--- config.mk ---
export PLATFORM = sky130hd
export DESIGN_NAME = power_monitor_gain_phase_calibration
export DESIGN_NICKNAME = d
export VERILOG_FILES = /design/src/rtl/cal_pkg.sv /design/src/rtl/gain_divider.sv /design/src/rtl/power_monitor_gain_phase_calibration.sv
export VERILOG_INCLUDE_DIRS = /design/src /design/src/rtl
export SDC_FILE = /design/constraint.sdc
export NUM_CORES = 2
export LEC_CHECK = 0
export BUFFER_PORTS_ARGS = -buffer_cell sky130_fd_sc_hd__buf_2
export CAP_MARGIN = 20
export CORE_MARGIN = 2
export CORE_UTILIZATION = 35
export CTS_CLUSTER_SIZE = 14
export DETAILED_ROUTE_END_ITERATION = 12
export SYNTH_ARGS = -nofsm -noshare
export SYNTH_HDL_FRONTEND = slang
export SYNTH_SLANG_ARGS = --single-unit
--- constraint.sdc ---
create_clock -name mclk -period 18.1 [get_ports mclk]
set_clock_uncertainty 0.05 [all_clocks]
set_input_delay 0.905 -clock mclk [delete_from_list [all_inputs] [get_ports mclk]]
set_output_delay 0.905 -clock mclk [all_outputs]
set_load 0.1 [all_outputs]
--- src/rtl/cal_regs.svh ---
// register offsets, field layout, reset values and limits of the calibration block
`ifndef CAL_REGS_SVH
`define CAL_REGS_SVH
`define CAL_CTRL_OFF      12'h000
`define CAL_STATUS_OFF    12'h004
`define CAL_GAIN_I1_OFF   12'h008
`define CAL_GAIN_I2_OFF   12'h00c
`define CAL_GAIN_V_OFF    12'h010
`define CAL_GAIN_P1_OFF   12'h014
`define CAL_GAIN_P2_OFF   12'h018
`define CAL_EXP_I_OFF     12'h01c
`define CAL_EXP_V_OFF     12'h020
`define CAL_EXP_P_OFF     12'h024
`define CAL_MEAS_I1_OFF   12'h028
`define CAL_MEAS_I2_OFF   12'h02c
`define CAL_MEAS_V_OFF    12'h030
`define CAL_MEAS_P1_OFF   12'h034
`define CAL_MEAS_P2_OFF   12'h038
`define CAL_RANGE_OFF     12'h03c
`define CAL_PHASE1_OFF    12'h040
`define CAL_PHASE2_OFF    12'h044
`define CAL_CTRL_GO_BIT   0
`define CAL_CTRL_CH1_BIT  1
`define CAL_CTRL_CH2_BIT  2
`define CAL_ST_BUSY_BIT   0
`define CAL_ST_DONE_BIT   1
`define CAL_ST_ACK_BIT    2
`define CAL_ST_NAK_BIT    3
`define CAL_GAIN_RST      16'h8000
`define CAL_RANGE_RST     5'h0c
`define CAL_GAIN_MIN      32'd25000
`define CAL_GAIN_MAX      32'd65535
`define CAL_SAMPLES_CYC   56
`define CAL_DIV_STEPS     6'd32
`endif

--- src/rtl/cal_pkg.sv ---
// types shared by the calibration block
package cal_pkg;
  typedef enum logic [2:0] {
    ST_IDLE  = 3'b000,
    ST_LOAD  = 3'b001,
    ST_DIV   = 3'b010,
    ST_CHECK = 3'b011,
    ST_DONE  = 3'b100
  } cal_state_t;
endpackage

--- src/rtl/gain_divider.sv ---
// sequential gain scaler: quot = gain * expected / measured, one bit per cycle
`timescale 1ns/1ps
`include "cal_regs.svh"
module gain_divider (
  input  wire logic        mclk,
  input  wire logic        rst,
  input  wire logic        start,
  input  wire logic [15:0] gain_old,
  input  wire logic [15:0] expected,
  input  wire logic [15:0] measured,
  output logic             done,
  output logic [31:0]      quot
);
  logic [31:0] num_ff;
  logic [32:0] rem_ff;
  logic [5:0]  cnt_ff;
  logic        run_ff;
  logic [32:0] trial;

  assign trial = {rem_ff[31:0], num_ff[31]} - {17'h0, measured};

  always_ff @(posedge mclk or posedge rst) begin
    if (rst) begin
      num_ff <= 32'h0;
      rem_ff <= 33'h0;
      cnt_ff <= 6'h0;
      run_ff <= 1'b0;
      quot   <= 32'h0;
      done   <= 1'b0;
    end else begin
      done <= 1'b0;
      if (start) begin
        num_ff <= gain_old * expected;
        rem_ff <= 33'h0;
        cnt_ff <= `CAL_DIV_STEPS;
        run_ff <= 1'b1;
        quot   <= 32'h0;
      end else if (run_ff) begin
        // zero divisor gives all ones, which the window check rejects
        if (!trial[32]) begin
          rem_ff <= trial;
          quot   <= {quot[30:0], 1'b1};
        end else begin
          rem_ff <= {rem_ff[31:0], num_ff[31]};
          quot   <= {quot[30:0], 1'b0};
        end
        num_ff <= {num_ff[30:0], 1'b0};
        cnt_ff <= cnt_ff - 6'd1;
        if (cnt_ff == 6'd1) begin
          run_ff <= 1'b0;
          done   <= 1'b1;
        end
      end
    end
  end
endmodule // gain_divider

--- src/rtl/power_monitor_gain_phase_calibration.sv ---
// gain auto-calibration and phase compensation registers, apb slave
// Notes on behaviour
// - gain command updates both current gains, voltage gain, both power gains.
// - channel select bits choose channel one, two or both.
// - new gain equals old gain times expected over measured.
// - a new gain is valid only from 25000 through 65535.
// - ack when every new gain valid, nak when any is not.
// - range gives right shifts after multiply by current gain.
// - separate phase compensation per channel.
// - 56 samples per line cycle, one step is 360/56 degrees.
// - phase value signed, correcting up to half a step.
`timescale 1ns/1ps
`include "cal_regs.svh"
module power_monitor_gain_phase_calibration (
  input  wire logic        mclk,
  input  wire logic        rst,
  input  wire logic        psel,
  input  wire logic        penable,
  input  wire logic        pwrite,
  input  wire logic [11:0] paddr,
  input  wire logic [31:0] pwdata,
  output logic      [31:0] prdata,
  output logic             pready,
  output logic             pslverr,
  input  wire logic [15:0] meas_irms1,
  input  wire logic [15:0] meas_irms2,
  input  wire logic        irms_valid,
  output logic      [15:0] irms1_scaled,
  output logic      [15:0] irms2_scaled,
  output logic signed [7:0] phase_comp1,
  output logic signed [7:0] phase_comp2,
  output logic             cal_busy
);
  // ======================================================================
  // registers
  // ======================================================================
  logic [15:0] gain_ff [5];
  logic [15:0] new_ff [5];
  logic [4:0]  ok_ff;
  logic [15:0] exp_i_ff, exp_v_ff, exp_p_ff;
  logic [15:0] meas_ff [5];
  logic [4:0]  range_ff;
  logic [15:0] phase1_ff, phase2_ff;
  logic        ch1_ff, ch2_ff, done_ff, ack_ff, nak_ff;
  logic [2:0]  idx_ff;
  cal_pkg::cal_state_t state_ff;
  logic        div_start_ff, div_done;
  logic [31:0] div_quot;
  logic [15:0] cur_exp;
  logic        wr_acc, rd_acc;

  assign wr_acc = psel && penable && pwrite && pready;
  assign rd_acc = psel && penable && !pwrite && pready;

  // quantity index: 0 i1, 1 i2, 2 v, 3 p1, 4 p2
  function automatic logic [15:0] exp_of(input logic [2:0] i, input logic [15:0] ei,
                                         input logic [15:0] ev, input logic [15:0] ep);
    exp_of = (i < 3'd2) ? ei : (i == 3'd2) ? ev : ep;
  endfunction

  function automatic logic sel_of(input logic [2:0] i, input logic c1, input logic c2);
    sel_of = (i == 3'd2) ? (c1 | c2) : (i == 3'd0 || i == 3'd3) ? c1 : c2;
  endfunction

  assign cur_exp = exp_of(idx_ff, exp_i_ff, exp_v_ff, exp_p_ff);

  gain_divider u_div (
    .mclk     (mclk),
    .rst      (rst),
    .start    (div_start_ff),
    .gain_old (gain_ff[idx_ff]),
    .expected (cur_exp),
    .measured (meas_ff[idx_ff]),
    .done     (div_done),
    .quot     (div_quot)
  );

  // ======================================================================
  // calibration sequencer
  // ======================================================================
  always_ff @(posedge mclk or posedge rst) begin
    if (rst) begin
      state_ff     <= cal_pkg::ST_IDLE;
      idx_ff       <= 3'h0;
      div_start_ff <= 1'b0;
      ok_ff        <= 5'h0;
      done_ff      <= 1'b0;
      ack_ff       <= 1'b0;
      nak_ff       <= 1'b0;
      ch1_ff       <= 1'b0;
      ch2_ff       <= 1'b0;
      cal_busy     <= 1'b0;
      for (int k = 0; k < 5; k++) begin
        new_ff[k] <= 16'h0;
      end
    end else begin
      div_start_ff <= 1'b0;
      case (state_ff)
        cal_pkg::ST_IDLE: begin
          if (wr_acc && paddr == `CAL_CTRL_OFF && pwdata[`CAL_CTRL_GO_BIT]) begin
            ch1_ff   <= pwdata[`CAL_CTRL_CH1_BIT];
            ch2_ff   <= pwdata[`CAL_CTRL_CH2_BIT];
            idx_ff   <= 3'h0;
            ok_ff    <= 5'h0;
            done_ff  <= 1'b0;
            ack_ff   <= 1'b0;
            nak_ff   <= 1'b0;
            cal_busy <= 1'b1;
            state_ff <= cal_pkg::ST_LOAD;
          end
        end
        cal_pkg::ST_LOAD: begin
          if (sel_of(idx_ff, ch1_ff, ch2_ff)) begin
            div_start_ff <= 1'b1;
            state_ff     <= cal_pkg::ST_DIV;
          end else begin
            // unselected quantity keeps its gain and counts as valid
            new_ff[idx_ff] <= gain_ff[idx_ff];
            ok_ff[idx_ff]  <= 1'b1;
            state_ff       <= cal_pkg::ST_CHECK;
          end
        end
        cal_pkg::ST_DIV: begin
          if (div_done) begin
            new_ff[idx_ff] <= div_quot[15:0];
            ok_ff[idx_ff]  <= (div_quot >= `CAL_GAIN_MIN) && (div_quot <= `CAL_GAIN_MAX);
            state_ff       <= cal_pkg::ST_CHECK;
          end
        end
        cal_pkg::ST_CHECK: begin
          if (idx_ff == 3'd4) begin
            state_ff <= cal_pkg::ST_DONE;
          end else begin
            idx_ff   <= idx_ff + 3'd1;
            state_ff <= cal_pkg::ST_LOAD;
          end
        end
        cal_pkg::ST_DONE: begin
          ack_ff   <= &ok_ff;
          nak_ff   <= ~&ok_ff;
          done_ff  <= 1'b1;
          cal_busy <= 1'b0;
          state_ff <= cal_pkg::ST_IDLE;
        end
        default: state_ff <= cal_pkg::ST_IDLE;
      endcase
    end
  end

  // ======================================================================
  // gain registers: commit only on full success
  // ======================================================================
  always_ff @(posedge mclk or posedge rst) begin
    if (rst) begin
      for (int k = 0; k < 5; k++) begin
        gain_ff[k] <= `CAL_GAIN_RST;
      end
    end else if (state_ff == cal_pkg::ST_DONE && (&ok_ff)) begin
      for (int k = 0; k < 5; k++) begin
        gain_ff[k] <= new_ff[k];
      end
    end else if (wr_acc && state_ff == cal_pkg::ST_IDLE) begin
      // nak leaves gains untouched; only direct writes change them
      for (int k = 0; k < 5; k++) begin
        if (paddr == `CAL_GAIN_I1_OFF + 12'(4 * k)) begin
          gain_ff[k] <= pwdata[15:0];
        end
      end
    end
  end

  // ======================================================================
  // configuration registers
  // ======================================================================
  always_ff @(posedge mclk or posedge rst) begin
    if (rst) begin
      exp_i_ff  <= 16'h0;
      exp_v_ff  <= 16'h0;
      exp_p_ff  <= 16'h0;
      range_ff  <= `CAL_RANGE_RST;
      phase1_ff <= 16'h0;
      phase2_ff <= 16'h0;
      for (int k = 0; k < 5; k++) begin
        meas_ff[k] <= 16'h0;
      end
    end else if (wr_acc && !cal_busy) begin
      case (paddr)
        `CAL_EXP_I_OFF:  exp_i_ff <= pwdata[15:0];
        `CAL_EXP_V_OFF:  exp_v_ff <= pwdata[15:0];
        `CAL_EXP_P_OFF:  exp_p_ff <= pwdata[15:0];
        `CAL_RANGE_OFF:  range_ff <= pwdata[4:0];
        `CAL_PHASE1_OFF: phase1_ff <= pwdata[15:0];
        `CAL_PHASE2_OFF: phase2_ff <= pwdata[15:0];
        default: begin
          for (int k = 0; k < 5; k++) begin
            if (paddr == `CAL_MEAS_I1_OFF + 12'(4 * k)) begin
              meas_ff[k] <= pwdata[15:0];
            end
          end
        end
      endcase
    end
  end

  // ======================================================================
  // current scaling and phase outputs
  // ======================================================================
  logic [31:0] prod1, prod2;
  assign prod1 = meas_irms1 * gain_ff[0];
  assign prod2 = meas_irms2 * gain_ff[1];

  always_ff @(posedge mclk or posedge rst) begin
    if (rst) begin
      irms1_scaled <= 16'h0;
      irms2_scaled <= 16'h0;
      phase_comp1  <= 8'sh0;
      phase_comp2  <= 8'sh0;
    end else begin
      if (irms_valid) begin
        irms1_scaled <= 16'(prod1 >> range_ff);
        irms2_scaled <= 16'(prod2 >> range_ff);
      end
      // signed low byte, one count is 1/256 of a step
      phase_comp1 <= phase1_ff[7:0];
      phase_comp2 <= phase2_ff[7:0];
    end
  end

  // ======================================================================
  // apb slave: zero wait states, unmapped reads zero with error
  // ======================================================================
  function automatic logic mapped(input logic [11:0] a);
    mapped = (a[1:0] == 2'b00) && (a <= `CAL_PHASE2_OFF);
  endfunction

  always_ff @(posedge mclk or posedge rst) begin
    if (rst) begin
      pready  <= 1'b0;
      pslverr <= 1'b0;
      prdata  <= 32'h0;
    end else begin
      pready  <= psel && !penable;
      pslverr <= psel && !penable && !mapped(paddr);
      if (psel && !penable && !pwrite) begin
        case (paddr)
          `CAL_STATUS_OFF: prdata <= {28'h0, nak_ff, ack_ff, done_ff, cal_busy};
          `CAL_CTRL_OFF:   prdata <= {29'h0, ch2_ff, ch1_ff, 1'b0};
          `CAL_EXP_I_OFF:  prdata <= {16'h0, exp_i_ff};
          `CAL_EXP_V_OFF:  prdata <= {16'h0, exp_v_ff};
          `CAL_EXP_P_OFF:  prdata <= {16'h0, exp_p_ff};
          `CAL_RANGE_OFF:  prdata <= {27'h0, range_ff};
          `CAL_PHASE1_OFF: prdata <= {16'h0, phase1_ff};
          `CAL_PHASE2_OFF: prdata <= {16'h0, phase2_ff};
          default: begin
            prdata <= 32'h0;
            for (int k = 0; k < 5; k++) begin
              if (paddr == `CAL_GAIN_I1_OFF + 12'(4 * k)) prdata <= {16'h0, gain_ff[k]};
              if (paddr == `CAL_MEAS_I1_OFF + 12'(4 * k)) prdata <= {16'h0, meas_ff[k]};
            end
          end
        endcase
      end else if (rd_acc) begin
        prdata <= 32'h0;
      end
    end
  end
endmodule // power_monitor_gain_phase_calibration

==> results.txt <==
The post-synth design cell area came out at 0.0531 mm^2. The area overhead of the layout relative to synthesis came out at 8.72%. The proportion of register bits with asynchronous set or reset after synthesis is 1.00. The remaining routing DRC violations is 0. The critical path is of the reg -> reg type. The maximum single-stage delay on the critical path came out at 0.73 ns. Yosys printed 0 warnings. Data arrives at the worst endpoint at 10.50 ns. The final routed wirelength across all metal layers came out at 162000 um.

The total global routing track utilization is 0.207. The initial antenna violation count came to 16. The initial cell density of the core is 0.353.

By area the synthesized netlist is led by dfrtp_1 24%, fa_1 22%, ha_1 7.9%. The number of buffers between clock root and the deepest sink is 3. In the synthesized netlist the dominant register cell turns out to be dfrtp_1. The average detailed-routed wire length per instance came out at 20.9 um. The cell taking the most area after synthesis is dfrtp_1. Setup repair after global routing left no endpoint under its margin. The final number of hold-violating endpoints came out at 0. The die boundary width came out at 394 um. The worst slew slack as a fraction of its limit is 0.171. The number of buffers created by CTS is 57. The global route total overflow is 0. The setup slack on the worst flop-to-flop path is 8.06 ns. The number of buffers and inverters on the critical path is 5. In this design, the largest share of critical-path delay is due to adder cells. The core region is 0.150 mm^2. The tool flagged a number of max-cap violations equal to 0.

The busiest layer in global routing is met2. The hold buffer count at cts came out at 0. The run finished with clean final reports.

The top-level I/O count is 165. STA classifies the critical path startpoint as a flop. In the finished design, the share of the clock period the worst path needs comes to 0.555. The total of fill cells in the finished design is 15100. After detailed routing, the number of vias per cell comes to 5.36. The first routing iteration left 3336 violations.

The most critical setup path has its endpoint at u_div.num_ff[31]. The clock transition at the registers of the reported paths came out at 0.06 ns. Tracing the worst setup path back leads to its startpoint at idx_ff[1]. In the final design database the tool counted 6676 nets.

The number of H-tree levels came out at 2. The floorplan row count is 142. In the global route stage, met1 resource usage came out at 0.266. In the layout the commonest cells are 702 x nand2_1, 676 x inv_1, 583 x fa_1. The met2 routing resource usage after global routing came out at 0.347.

For the worst-skew pair, the clock arrives at the later sink with an insertion delay of 0.68 ns. The first global-routing pass estimated 253000 um of wire. The pin count of the biggest net entering global routing came out at 158. The total clock sinks came out at 513. At the pin with the least slew margin, the transition time is 1.24 ns.

The required time of the worst setup path is 18.56 ns. The average cell area after synthesis is 9.28 um^2. The cell repeated most along the worst path is fa_1. The number of cells in the design after placement came out at 7634. In the global route stage, met3 resource usage came out at 0.0336. The class of the most critical hold timing path is reg -> reg.

The vertical die dimension came out at 394 um. The startpoint of the lowest-slack register-to-register path is idx_ff[1]. Of the post-synthesis cell area, the dominant cell type holds 0.238. The maximum fanout along the worst path came out at 40. The post-CTS setup buffer count came out at 0.

The logic depth of the worst register-to-register path came out at 29. The detailed placement HPWL came out at 121000 um. Once layout is complete, the cells apart from fillers number 7746. The post-cts resize count is 0. The number of storage elements in the synthesis netlist came out at 513. The total iterations of the first detailed-routing run came out at 7. The post-layout minimum cycle time is 10.04 ns. The leading cell type in the layout, fill and taps excluded is nand2_1. On the critical path, the stage with the largest delay is an instance of o21ai_1. The cell sitting at the root of the clock tree is a clkbuf_16. Synthesis instantiated 95 different standard cells from the library. In the final layout, the share of cells above drive strength 1 is 0.104. The number of gates on the worst path with buffers counted is 29. The total die area is 0.155 mm^2.

The instance count of the mapped netlist came out at 5723. Counting flops with a built-in enable in the synthesized netlist gives 0. The endpoint of the most critical register-to-register path is u_div.num_ff[31]. The timing-limited maximum frequency is 99.6 MHz.

Buffers placed on the I/O ports in this run total 132. TritonCTS built the clock tree. Routability-driven placement finished with a final weighted congestion of 0.926.

The count of final max-slew check failures came out at 0. The via count of the first global-routing pass is 42400. The sum of negative setup slack is 0 ns. For this run, the register share of the synthesized area comes to 0.242. The total vias in the final route came out at 41500.

The final number of setup-violating endpoints came out at 0. The number of nets with antenna violations after detailed routing is 0. The endpoint kind of the worst setup timing path is a flop.
## area by class of cell
type / instances / area [um^2] / area share
diodes: 5 / 12.5 / 0.000217
clock buffers: 82 / 1610 / 0.0279
clock inverters: 25 / 328 / 0.00568
inverters: 684 / 2570 / 0.0446
multi-input cells: 4200 / 36500 / 0.632
flip-flops and latches: 513 / 12900 / 0.223
well taps: 2016 / 2520 / 0.0437
repair buffers: 221 / 1340 / 0.0232
## stage by stage
step,setup slack (ns),cell area (um^2),util,hold slack (ns)
finish,8.06,57700,0.384,0.359
global route,7.50,57700,0.384,0.366
CTS,8.15,57700,0.384,0.358
detailed placement,8.23,55800,0.371,0.345
global placement,8.17,55800,0.371,0.347
floorplan,2.83,53200,-,0.319
## state kept, by name, summed over array words and instances (netlist names), 32 cells and up
| register | count |
|---|---|
| meas_ff | 80 |
| new_ff | 80 |
| gain_ff | 80 |
| u_div.quot | 32 |
| u_div.rem_ff | 32 |
| u_div.num_ff | 32 |
## routing by layer
layer  wire length, um  vias to the layer above  share of wire
li1                  -                    18900              -
met1             66600                    20800           0.41
met2             76700                     1408           0.47
met3             10700                      388          0.066
met4              7710                        8          0.048
met5                61                        -        0.00038
## synthesized netlist by cell type (9+ instances only)
cell        n
fa_1      583
buf_2      26
xnor2_1    74
buf_4      16
or3_1      17
ha_1      334
a222oi_1   16
nand2_1   703
buf_1      25
a31oi_1    34
mux4_2     17
o21ai_1   112
and2_1    275
a221oi_1   50
nor2b_1    18
or4_1       9
mux2_2    192
xor2_1     44
and3_1     15
o21a_1     41
nand3_1    44
o221ai_1   13
nand3b_1   12
nand2b_1   35
o211ai_1   21
a22oi_1    61
a21o_1     47
nor4_1     11
a211oi_1   58
o31ai_1    16
mux2i_1   272
a21oi_1   226
o21ai_0   142
dfrtp_1   506
a221o_1     9
a22o_1     29
inv_1     679
nand4_1    33
clkbuf_1  274
nor2_1    444
nor3_1     42
## worst min path at each step
stage	start	to	slack (ns)	depth (start not counted)
after floorplan	phase1_ff[5]	phase_comp1[5]	0.32	0
final	phase1_ff[2]	phase_comp1[2]	0.36	0
after global placement	phase1_ff[2]	phase_comp1[2]	0.35	0
after CTS	phase1_ff[2]	phase_comp1[2]	0.36	0
after detailed placement	phase1_ff[2]	phase_comp1[2]	0.34	0
after global routing	phase1_ff[2]	phase_comp1[2]	0.37	0
## logic make-up (layout without fill, tap and decap cells)
| kind of cell | Yosys count | after routing | share of synthesized area |
|---|---|---|---|
| adder cells (fa/ha/maj) | 917 | 917 | 0.298 |
| multiplexers | 481 | 481 | 0.0992 |
| other | 1 | 21 | 0.0000706 |
| buffers and inverters | 1025 | 1012 | 0.0742 |
| XOR/XNOR | 118 | 118 | 0.0195 |
| AO/OA/AOI/OAI | 968 | 968 | 0.120 |
| AND/OR/NAND/NOR | 1700 | 1700 | 0.147 |
| flip-flops | 513 | 513 | 0.242 |
Power is left out: the tool's default activity adds up to more than one toggle a clock period on the data nets, which glitch-free logic cannot reach.
